**config.mk**
```make
export PLATFORM = sky130hd
export DESIGN_NAME = ebpm_mux
export DESIGN_NICKNAME = d
export VERILOG_FILES = /design/src/core/ebpm_pkg.sv /design/src/core/ebpm_mux.sv
export SDC_FILE = /design/constraint.sdc
export NUM_CORES = 1
export LEC_CHECK = 0
export ABC_CLOCK_PERIOD_IN_PS = 1540
export BUFFER_PORTS_ARGS = -buffer_cell sky130_fd_sc_hd__buf_2
export CAP_MARGIN = 20
export CORE_MARGIN = 3
export CORE_UTILIZATION = 38
export CTS_CLUSTER_DIAMETER = 120
export DETAILED_ROUTE_END_ITERATION = 10
export GPL_TIMING_DRIVEN = 0
export HOLD_SLACK_MARGIN = 0.12
export PLACE_DENSITY_LB_ADDON = 0.1
export SYNTH_ARGS = -nofsm -noshare
export SYNTH_HDL_FRONTEND = slang
export SYNTH_SLANG_ARGS = --single-unit
```
**constraint.sdc**
```tcl
create_clock -name ref_clk -period 1.54 [get_ports ref_clk]
set_clock_uncertainty 0.05 [all_clocks]
set_input_delay 0.231 -clock ref_clk [delete_from_list [all_inputs] [get_ports ref_clk]]
set_output_delay 0.231 -clock ref_clk [all_outputs]
set_load 0.05 [all_outputs]
```
**src/core/ebpm_pkg.sv**
```systemverilog
package ebpm_pkg;

  // ---------------------------------------------------------------
  // Register map
  // ---------------------------------------------------------------
  localparam logic [8:0] ADDR_CSA = 9'h11C;
  localparam logic [31:0] CSA_RESET = 32'h00010000;
  localparam logic [31:0] CSA_WMASK = 32'h0003013A;
  localparam int CSA_CS1_BIT = 1;
  localparam int CSA_CS3_BIT = 3;
  localparam int CSA_CS4_BIT = 4;
  localparam int CSA_CS5_BIT = 5;
  localparam int CSA_PULLUP_BIT = 8;
  localparam int CSA_VSEL_BIT = 16;
  localparam int CSA_SLEW_BIT = 17;

  // ---------------------------------------------------------------
  // Pin widths and chip select numbers
  // ---------------------------------------------------------------
  localparam int ADDR_W = 26;
  localparam int NUM_CS = 8;
  localparam int CS_DRAM = 1;
  localparam int CS_NAND = 3;
  localparam int CS_CARD0 = 4;
  localparam int CS_CARD1 = 5;

  // ---------------------------------------------------------------
  // Shared address field positions
  // ---------------------------------------------------------------
  localparam int PIN_LO_LSB = 2;
  localparam int PIN_LO_MSB = 11;
  localparam int DRAM_LO_LSB = 0;
  localparam int DRAM_LO_MSB = 9;
  localparam int DRAM_A10_BIT = 10;
  localparam int PIN_HI_LSB = 13;
  localparam int PIN_HI_MSB = 14;
  localparam int DRAM_HI_LSB = 11;
  localparam int DRAM_HI_MSB = 12;

  typedef enum logic {EBPM_OWNER_STATIC, EBPM_OWNER_DRAM} ebpm_owner_t;

  typedef struct packed {
    logic [ADDR_W-1:0] addr;
    logic [NUM_CS-1:0] cs_n;
    logic rd_n;
    logic wr0_n;
    logic wr1_n;
    logic active;
  } ebpm_static_t;

  typedef struct packed {
    logic [12:0] addr;
    logic cs_n;
    logic bm1_n;
    logic active;
  } ebpm_dram_t;

  typedef struct packed {
    logic [ADDR_W-1:0] addr;
    logic dram_addr10_pin;
    logic [NUM_CS-1:0] chip_select_n;
    logic write_strobe1_n;
    logic nand_select_n;
    logic nand_read_enable_n;
    logic nand_write_enable_n;
    logic card_cs0_n;
    logic card_cs1_n;
    logic card_oe_n;
    logic card_we_n;
  } ebpm_pins_t;

  typedef struct packed {
    logic [31:0] csa;
    logic [31:0] rdata;
    ebpm_owner_t owner;
    ebpm_pins_t pins;
  } ebpm_state_t;

endpackage

```
**src/core/ebpm_mux.sv**
```systemverilog
// Notes on behaviour
// - Select 1 goes to DRAM when bit set
// - Select 3 bit enables NAND glue
// - Select 4 bit enables card slot 0
// - Select 5 bit enables card slot 1
// - Pull-up bit low enables data pull-ups
// - Voltage bit: 0 is 1.8V, 1 is 3.3V
// - 26-bit address, eight low selects, 16/32 data
// - Eight devices, each with own select space
// - Shared pins follow the active controller
// - Pins 11:2 carry DRAM 9:0 or static
// - Dram address-10 pin from DRAM only
// - Pins 14:13 carry DRAM 12:11 or static
// - Write-1 pin carries DRAM mask or static
// - Pins 0,1,12,15-25 static controller only
// - NAND select, read and write strobes provided
module ebpm_mux
  import ebpm_pkg::*;
(
  input wire logic ref_clk,
  input wire logic srst,
  input wire logic [8:0] reg_addr,
  input wire logic [31:0] reg_wdata,
  input wire logic reg_write,
  input wire logic reg_read,
  output logic [31:0] reg_rdata,
  input wire ebpm_static_t smc_in,
  input wire ebpm_dram_t dram_in,
  output ebpm_pins_t pins,
  output logic data_pullup_enable,
  output logic memory_voltage_select,
  output logic pad_slew_select
);

  // ---------------------------------------------------------------
  // State
  // ---------------------------------------------------------------
  ebpm_state_t st;
  ebpm_state_t next_st;

  logic cs1_dram_assign;
  logic cs3_nand_glue_enable;
  logic cs4_card_slot0_enable;
  logic cs5_card_slot1_enable;

  assign cs1_dram_assign = st.csa[CSA_CS1_BIT];
  assign cs3_nand_glue_enable = st.csa[CSA_CS3_BIT];
  assign cs4_card_slot0_enable = st.csa[CSA_CS4_BIT];
  assign cs5_card_slot1_enable = st.csa[CSA_CS5_BIT];

  // ---------------------------------------------------------------
  // Register access decode
  // ---------------------------------------------------------------
  logic csa_hit;
  logic csa_write;
  logic csa_read;
  logic [31:0] csa_wvalue;

  assign csa_hit = (reg_addr == ADDR_CSA);
  assign csa_write = reg_write && csa_hit;
  assign csa_read = reg_read && csa_hit;
  assign csa_wvalue = reg_wdata & CSA_WMASK;

  // ---------------------------------------------------------------
  // Controller decode
  // ---------------------------------------------------------------
  logic dram_route;
  logic smc_route;
  logic nand_hit;
  logic card0_hit;
  logic card1_hit;
  logic card_hit;

  assign dram_route = dram_in.active && cs1_dram_assign;
  assign smc_route = smc_in.active && !dram_route;
  assign nand_hit = cs3_nand_glue_enable && !smc_in.cs_n[CS_NAND];
  assign card0_hit = cs4_card_slot0_enable && !smc_in.cs_n[CS_CARD0];
  assign card1_hit = cs5_card_slot1_enable && !smc_in.cs_n[CS_CARD1];
  assign card_hit = card0_hit || card1_hit;

  // ---------------------------------------------------------------
  // Address routing
  // ---------------------------------------------------------------
  logic [ADDR_W-1:0] addr_route;
  logic [PIN_LO_MSB-PIN_LO_LSB:0] addr_lo;
  logic [PIN_HI_MSB-PIN_HI_LSB:0] addr_hi;
  logic addr10;

  always_comb begin
    if (dram_route) begin
      addr_lo = dram_in.addr[DRAM_LO_MSB:DRAM_LO_LSB];
      addr_hi = dram_in.addr[DRAM_HI_MSB:DRAM_HI_LSB];
    end else begin
      addr_lo = smc_in.addr[PIN_LO_MSB:PIN_LO_LSB];
      addr_hi = smc_in.addr[PIN_HI_MSB:PIN_HI_LSB];
    end
  end

  always_comb begin
    addr_route = smc_in.addr;
    addr_route[PIN_LO_MSB:PIN_LO_LSB] = addr_lo;
    addr_route[PIN_HI_MSB:PIN_HI_LSB] = addr_hi;
  end

  assign addr10 = dram_in.addr[DRAM_A10_BIT];

  // ---------------------------------------------------------------
  // Select and strobe routing
  // ---------------------------------------------------------------
  logic [NUM_CS-1:0] cs_route;
  logic wr1_route;

  always_comb begin
    cs_route = smc_in.cs_n;
    if (cs1_dram_assign) begin
      cs_route[CS_DRAM] = dram_in.cs_n;
    end else begin
      cs_route[CS_DRAM] = smc_in.cs_n[CS_DRAM];
    end
  end

  always_comb begin
    if (dram_route) begin
      wr1_route = dram_in.bm1_n;
    end else begin
      wr1_route = smc_in.wr1_n;
    end
  end

  // ---------------------------------------------------------------
  // NAND and card glue
  // ---------------------------------------------------------------
  logic nand_re_route;
  logic nand_we_route;
  logic card_oe_route;
  logic card_we_route;

  always_comb begin
    if (nand_hit) begin
      nand_re_route = smc_in.rd_n;
      nand_we_route = smc_in.wr0_n;
    end else begin
      nand_re_route = 1'b1;
      nand_we_route = 1'b1;
    end
  end

  always_comb begin
    if (card_hit) begin
      card_oe_route = smc_in.rd_n;
      card_we_route = smc_in.wr0_n;
    end else begin
      card_oe_route = 1'b1;
      card_we_route = 1'b1;
    end
  end

  // ---------------------------------------------------------------
  // Next state
  // ---------------------------------------------------------------
  always_comb begin
    next_st = st;

    // Register port
    next_st.rdata = '0;
    if (csa_write) begin
      next_st.csa = csa_wvalue;
    end
    if (csa_read) begin
      next_st.rdata = st.csa;
    end

    // Owner tracks the controller running the current access
    if (dram_route) begin
      next_st.owner = EBPM_OWNER_DRAM;
    end else if (smc_route) begin
      next_st.owner = EBPM_OWNER_STATIC;
    end

    // Shared pins follow the active controller
    next_st.pins.addr = addr_route;
    next_st.pins.dram_addr10_pin = addr10;
    next_st.pins.chip_select_n = cs_route;
    next_st.pins.write_strobe1_n = wr1_route;

    // NAND glue on select 3
    next_st.pins.nand_select_n = !nand_hit;
    next_st.pins.nand_read_enable_n = nand_re_route;
    next_st.pins.nand_write_enable_n = nand_we_route;

    // Card glue on selects 4 and 5
    next_st.pins.card_cs0_n = !card0_hit;
    next_st.pins.card_cs1_n = !card1_hit;
    next_st.pins.card_oe_n = card_oe_route;
    next_st.pins.card_we_n = card_we_route;
  end

  // ---------------------------------------------------------------
  // Registers
  // ---------------------------------------------------------------
  always_ff @(posedge ref_clk) begin
    if (srst) begin
      st.csa <= CSA_RESET;
      st.rdata <= '0;
      st.owner <= EBPM_OWNER_STATIC;
      st.pins.addr <= '0;
      st.pins.dram_addr10_pin <= 1'b0;
      st.pins.chip_select_n <= '1;
      st.pins.write_strobe1_n <= 1'b1;
      st.pins.nand_select_n <= 1'b1;
      st.pins.nand_read_enable_n <= 1'b1;
      st.pins.nand_write_enable_n <= 1'b1;
      st.pins.card_cs0_n <= 1'b1;
      st.pins.card_cs1_n <= 1'b1;
      st.pins.card_oe_n <= 1'b1;
      st.pins.card_we_n <= 1'b1;
    end else begin
      st <= next_st;
    end
  end

  // ---------------------------------------------------------------
  // Outputs
  // ---------------------------------------------------------------
  assign reg_rdata = st.rdata;
  assign pins = st.pins;
  logic data_pullup_disable;

  assign data_pullup_disable = st.csa[CSA_PULLUP_BIT];
  assign data_pullup_enable = !data_pullup_disable;
  assign memory_voltage_select = st.csa[CSA_VSEL_BIT];
  assign pad_slew_select = st.csa[CSA_SLEW_BIT];

endmodule

```
==> flow_summary_export.csv, run 1 <==
group,metric,value,unit
clocking,clk_latency,0.32,ns
global_routing,grt_max_degree,11,
setup_path,crit_fanout,9,
global_routing,grt_usage,18.7,%
pwr,internal_power,2.81,mW
placement,port_buffers,124,
layout,drive_gt1_share,40.4,%
placement,dp_hpwl,3.88,mm
route,vias_per_cell,4.18,
logic_synthesis,yosysSeqAreaShare,55.3,%
pwr,switching_share,26.7,%
clocking,cts.sinks,57,
setup_path,rr_worst_depth,4,
setup_path,r2r_start,"cs1_dram_assign$_SDFFE_PP0P_",
logic_synthesis,netlist_area,0.00206,mm2
setup_path,reg2reg_to,"pins[24]$_SDFF_PP0_",
logic_synthesis,ys_seq_elements,57,
layout,largest-register,"pins",
global_routing,grt_pass1_vias,2052,
layout,area_growth,79.3,%
timing,hold_viol_final,0,
route,wl_per_cell,11.6,um
clocking,cts_tree,"done",
pwr,pwr-share-comb,18.8,%
global_routing,grt_pass1_wl,9.14,mm
floorplanning,core_area,0.00517,mm2
job,drv_cap,0,
pwr,power.density,1030,mW/mm2
pwr,ir_drop,0.531,mV
layout,fillers,406,
min_path,min_from,"smc_in[5]",
setup_path,critPathKind,"input port to flop",
floorplanning,rows,26,
setup_path,arrival,1.71,ns
clocking,clkSlewWorstSetupHoldPaths,0.06,ns
timing,rsz0062_at_grt,"false",
placement,gp_congestion,0.691,
min_path,hold_path_depth,3,
logic_synthesis,yosysUniqueCellTypes,25,
min_path,min_path_type,"input port to flop",
clocking,root_buffer,"clkbuf_8",
route,ant_nets,0,
floorplanning,die_h,79.7,um
layout,largest_reg_flops,43,
timing,finalCriticalPeriod,1.49,ns
layout,fin_nets,530,
timing,finalCritPeriodShare,96.8,%
pwr,p_sw,1.02,mW
clocking,cts_buffer_depth,2,
setup_path,cp-end-kind,"flop",
timing,max_freq,0.671,GHz
timing,whs,0.182,ns
clocking,cts_resized,0,
logic_synthesis,yosys_warnings,0,
pwr,p_clk_share,41.1,%
route,drt_first_pass_iters,4,
global_routing,gr-total-overflow,0,
global_routing,antenna_found_initial,0,
clocking,cts_buffers,9,
logic_synthesis,postSynthCellCount,211,
pwr,pwr-share-seq,40.1,%
floorplanning,die-area,0.00635,mm2
route,via_count,2117,
setup_path,r2r_slack,0.25,ns
logic_synthesis,syn_area_per_cell,9.78,um2
floorplanning,pin_count,177,
route,drtIter0Drc,56,
timing,finalMaxSlewViolations,0,
route,totalWireLength,5.89,mm
route,drc,0,
clocking,htreeDepth,3,
pwr,leakage,1.80,nW
floorplanning,die_w,79.7,um
setup_path,startpoint_type,"input port",
run_status,status,"complete, no violations",
timing,finalSetupViolCount,0,
floorplanning,start_util,39.9,%
setup_path,crit_required,1.76,ns
min_path,whs_endpoint,"pins[9]$_SDFF_PP1_",
timing,fin_tns_setup,0,ns
layout,diodes,0,
==> synthesized netlist by cell type <==
master / instances / area (um2)
a211o_1: 1 / 8.76
or2_2: 4 / 25.0
nor2_1: 3 / 11.3
nand3b_1: 1 / 7.51
and4bb_2: 2 / 25.0
conb_1: 1 / 3.75
nand4bb_1: 3 / 33.8
o21bai_1: 1 / 7.51
buf_2: 1 / 5.00
clkbuf_8: 1 / 13.8
and2_1: 9 / 56.3
a21oi_1: 19 / 95.1
o31ai_1: 6 / 45.0
nor4_1: 1 / 6.26
nand2_1: 29 / 109
nand2b_1: 7 / 43.8
a31oi_1: 1 / 6.26
dfxtp_1: 57 / 1140
inv_1: 5 / 18.8
nor4_4: 1 / 21.3
buf_4: 26 / 195
buf_6: 1 / 11.3
clkbuf_1: 8 / 30.0
nand4_1: 6 / 37.5
nor2b_1: 17 / 106
==> critical path, stage by stage <==
cell,delay (ns)
dlygate4sd3_1,0.55
clkbuf_8,0.17
nand4bb_1,0.24
nor4_4,0.22
buf_4,0.18
and2_1,0.12
==> per-layer routing <==
metal	routed length (um)	vias up	track usage (%)	part of all wire (%)
met4	120	0	8.93	2.0
met5	0	-	0	0
met3	634	11	6.66	11
met1	2340	912	20.7	40
met2	2800	116	31.6	47
li1	-	1078	-	-
==> kinds of logic (layout without fill, tap and decap cells) <==
group | Yosys count | after routing | share of synthesized area (%)
flip-flops | 57 | 57 | 55.3
buffers and inverters | 42 | 243 | 13.3
AND/OR/NAND/NOR | 83 | 83 | 23.4
AO/OA/AOI/OAI | 28 | 28 | 7.88
other | 1 | 25 | 0.182
==> through the flow <==
step,setup WS (ns),cell area [um2],cells,power [mW],utilization [%]
2_1_floorplan,0.454,2150,235,2.01,-
3_3_place_gp,0.158,2860,429,2.16,55.3
3_5_place_dp,0.167,2860,429,2.16,55.3
4_1_cts,0.0320,3690,505,3.87,71.4
5_1_grt,0.0124,3700,506,3.98,71.6
6_report,0.0487,3700,506,3.83,71.6
==> placed cells by master, fill, tap and decap left out <==
cell,instances
nand3b_1,1
inv_1,5
dlygate4sd3_1,60
dfxtp_1,57
nor2_1,3
o21bai_1,1
conb_1,25
a21oi_1,19
o31ai_1,6
clkbuf_1,9
and2_1,9
nand2b_1,7
buf_2,125
nand2_1,29
and4bb_2,2
clkbuf_8,12
clkinvlp_4,2
or2_2,4
nand4bb_1,3
bufinv_16,2
nand4_1,6
buf_4,27
nor2b_1,17
buf_6,1
a31oi_1,1
a211o_1,1
nor4_4,1
nor4_1,1
==> power groups by stage <==
stage	registers (mW)	logic (mW)	clock network, mW
5_1_grt	1.54	0.763	1.68
3_3_place_gp	1.57	0.592	0
6_report	1.54	0.720	1.57
2_1_floorplan	1.75	0.260	0
3_5_place_dp	1.57	0.594	0
4_1_cts	1.53	0.716	1.62
==> repair_timing <==
item	4_1_cts	5_1_grt
hold buffers	60	0
endpoints found under the setup margin	0	7
endpoints found under the hold margin	49	0
setup buffers	0	1
==> layout make-up <==
cell class	instances	area [um2]	area share [%]
Sequential cell	57	1140	30.8
Buffer	37	255	6.90
Clock buffer	12	155	4.19
Inverter	5	18.8	0.507
Clock inverter	4	75.1	2.03
Tap cell	70	87.6	2.37
Multi-Input combinational cell	136	739	20.0
Timing Repair Buffer	185	1230	33.2
==> how the worst max path moves through the flow <==
| stage | from | to | slack, ns |
|---|---|---|---|
| floorplan | reg_addr[6] | reg_rdata[16]$_SDFF_PP0_ | 0.45 |
| global placement | reg_addr[6] | reg_rdata[16]$_SDFF_PP0_ | 0.16 |
| detailed placement | reg_addr[6] | reg_rdata[16]$_SDFF_PP0_ | 0.17 |
| CTS | srst | reg_rdata[16]$_SDFF_PP0_ | 0.03 |
| global route | srst | reg_rdata[4]$_SDFF_PP0_ | 0.01 |
| finish | srst | reg_rdata[16]$_SDFF_PP0_ | 0.05 |
No activity file was read; power rests on OpenSTA's default activity.
==> run 2: changes to the inputs <==
--- a/config.mk
+++ b/config.mk
@@ -5,6 +5,7 @@
 export SDC_FILE = /design/constraint.sdc
 export NUM_CORES = 1
 export LEC_CHECK = 0
+export ABC_AREA = 1
 export ABC_CLOCK_PERIOD_IN_PS = 1540
 export BUFFER_PORTS_ARGS = -buffer_cell sky130_fd_sc_hd__buf_2
 export CAP_MARGIN = 20
==> flow_summary_export.csv, run 2 <==
group,metric,value,unit
logic_synthesis,netlist_area,0.00208,mm2
layout,fin_nets,562,
logic_synthesis,synth_top_cell_by_area,"dfxtp_1",
job,drv_cap,0,
placement,port_buffers,125,
logic_synthesis,yosysSeqAreaShare,54.8,%
setup_path,cp_num_buf_inv,3,
timing,whs,0.170,ns
pwr,power,3.40,mW
clocking,cts.sinks,57,
global_routing,antenna_found_initial,0,
setup_path,max_stage_delay,0.56,ns
layout,fillers,444,
placement,gp_congestion,0.724,
global_routing,grt_pass1_vias,2063,
pwr,leakage,1.93,nW
pwr,ir_drop,0.448,mV
logic_synthesis,ys_seq_elements,57,
run_status,status,"complete, no violations",
layout,final_cell_mix,"129 x buf_2, 56 x dfxtp_1, 54 x dlygate4sd3_1",
setup_path,worstPathCellList,"dlygate4sd3_1, buf_2, nor2_1, nor2_1, dlygate4sd3_1",
timing,finalMaxSlewViolations,0,
logic_synthesis,post-synth-top-count-cell,"dfxtp_1",
floorplanning,rows,26,
timing,finalCritPeriodShare,93.1,%
floorplanning,core_area,0.00520,mm2
route,wl_per_cell,10.9,um
global_routing,gr-total-overflow,0,
min_path,min_path_type,"input port to flop",
setup_path,arrival,1.59,ns
route,via_count,2165,
layout,largest_reg_flops,43,
setup_path,crit_fanout,1,
logic_synthesis,yosys-top-cells-area,"dfxtp_1 55%, buf_4 9.0%, nor2_1 8.7%",
global_routing,grt_max_degree,11,
setup_path,startpoint,"smc_in[16]",
timing,finalSetupViolCount,0,
timing,hold_viol_final,0,
clocking,htreeDepth,3,
timing,rsz0062_at_grt,"false",
timing,max_freq,0.697,GHz
logic_synthesis,synth-main-ff-cell,"dfxtp_1",
floorplanning,die-area,0.00640,mm2
layout,largest-register,"pins",
logic_synthesis,postSynthCellCount,249,
clocking,cts_buffer_depth,2,
route,ant_nets,0,
setup_path,r2r_start,"cs1_dram_assign$_SDFFE_PP0P_",
setup_path,critPathTopFamily,"buffers and inverters",
clocking,clk_latency,0.32,ns
pwr,power.density,948,mW/mm2
route,drtIter0Drc,53,
timing,fin_tns_setup,0,ns
floorplanning,die_w,80.0,um
logic_synthesis,synth_top_area_share,54.8,%
global_routing,grt_usage,18.8,%
clocking,post-cts-setup-buffer-count,0,
timing,finalCriticalPeriod,1.43,ns
floorplanning,start_util,40.0,%
placement,dp_hpwl,3.85,mm
clocking,clkSlewWorstSetupHoldPaths,0.06,ns
route,drc,0,
route,drt_first_pass_iters,4,
layout,diodes,0,
floorplanning,pin_count,177,
layout,area_growth,72.5,%
placement,place_ws,0.289,ns
setup_path,crit_path_top_delay_cell,"dlygate4sd3_1",
logic_synthesis,syn_area_per_cell,8.36,um2
layout,drive_gt1_share,41.0,%
timing,worst_slack,0.106,ns
setup_path,critPathKind,"input port to flop",
logic_synthesis,synth_edf_count,0,
logic_synthesis,synth_common_cells,"57 x dfxtp_1, 48 x nor2_1, 37 x inv_1, 25 x buf_4, 23 x nand2_1",
logic_synthesis,async_reset_ff_share,0,%
clocking,cts_buffers,9,
setup_path,cp-end-kind,"flop",
logic_synthesis,yosysUniqueCellTypes,20,
route,totalWireLength,5.89,mm
layout,final_common_cell,"buf_2",
clocking,root_buffer,"clkbuf_8",
setup_path,startpoint_type,"input port",
route,vias_per_cell,4.02,
min_path,min_from,"reg_wdata[17]",
global_routing,grt_pass1_wl,9.09,mm
setup_path,crit_required,1.70,ns
clocking,cts_tree,"done",
floorplanning,die_h,80.0,um
logic_synthesis,yosys_warnings,0,
## run 2: changes by cell type after synthesis, sizes merged, moves of 3 or more
cell,previous run,this run
a21oi,19,6
and2,9,0
clkbuf,9,3
inv,5,39
nand2,29,24
nand2b,7,0
nand3,0,8
nand4bb,3,0
nor2,3,59
nor2b,17,0
o21ai,0,12
o31ai,6,0
## run 2: layout make-up
type                    count  area (um2)  area share [%]
plain buffers              32         219            6.10
inverters                  39         146            4.08
multi-input cells         145         668            18.6
well taps                  70        87.6            2.44
clock inverters             6        35.0           0.975
clock buffers              10         128            3.55
flip-flops and latches     57        1140            31.8
repair buffers            179        1170            32.5
## run 2: through the flow
step                utilization [%]  area [um2]  instances
floorplan                         -        2170        273
global placement               55.4        2890        468
detailed placement             55.4        2890        468
CTS                            68.9        3590        538
global route                   69.0        3590        538
finish                         69.0        3590        538
## run 2: metal layers
layer	GRT usage, %	share of wire (%)	up-vias
li1	-	-	1123
met1	20.1	39	932
met2	32.6	50	98
met3	6.55	8.4	12
met4	9.63	2.3	0
met5	0	0	-
## run 2: power by group
group          internal [mW]  switching [mW]  total, mW
Sequential              1.52          0.0112       1.54
Combinational          0.265           0.451      0.716
Clock                  0.571           0.582       1.15
Total                   2.36            1.04       3.40
## run 2: final timing paths
kind,slack (ns),depth (start not counted),to
worst max-delay path,0.11,5,pins[21]$_SDFF_PP0_
worst min register to register,0.40,2,reg_rdata[17]$_SDFF_PP0_
worst min-delay path,0.17,5,pad_slew_select$_SDFFE_PP0P_
worst max register to register,0.15,4,pins[21]$_SDFF_PP0_
## run 2: tightest hold or removal path: stages
cell and delay (ns):
buf_2 0.07, inv_1 0.03, nand4_1 0.07, nand2_1 0.04, nor2_1 0.06
## run 2: cells by family (layout without fill, tap and decap cells)
family	count (synthesis)	in the layout	share of synthesized area, %
and+or+nand+nor	102	102	23.1
buffers and inverters	71	266	17.5
AOI/OAI and AO/OA	18	18	4.33
DFF	57	57	54.8
other	1	25	0.180
## run 2: timing repair
item | CTS | global route
hold buffers | 54 | 0
gates resized for setup | 0 | 2
hold endpoints to repair | 43 | 0
setup endpoints to repair | 0 | 3
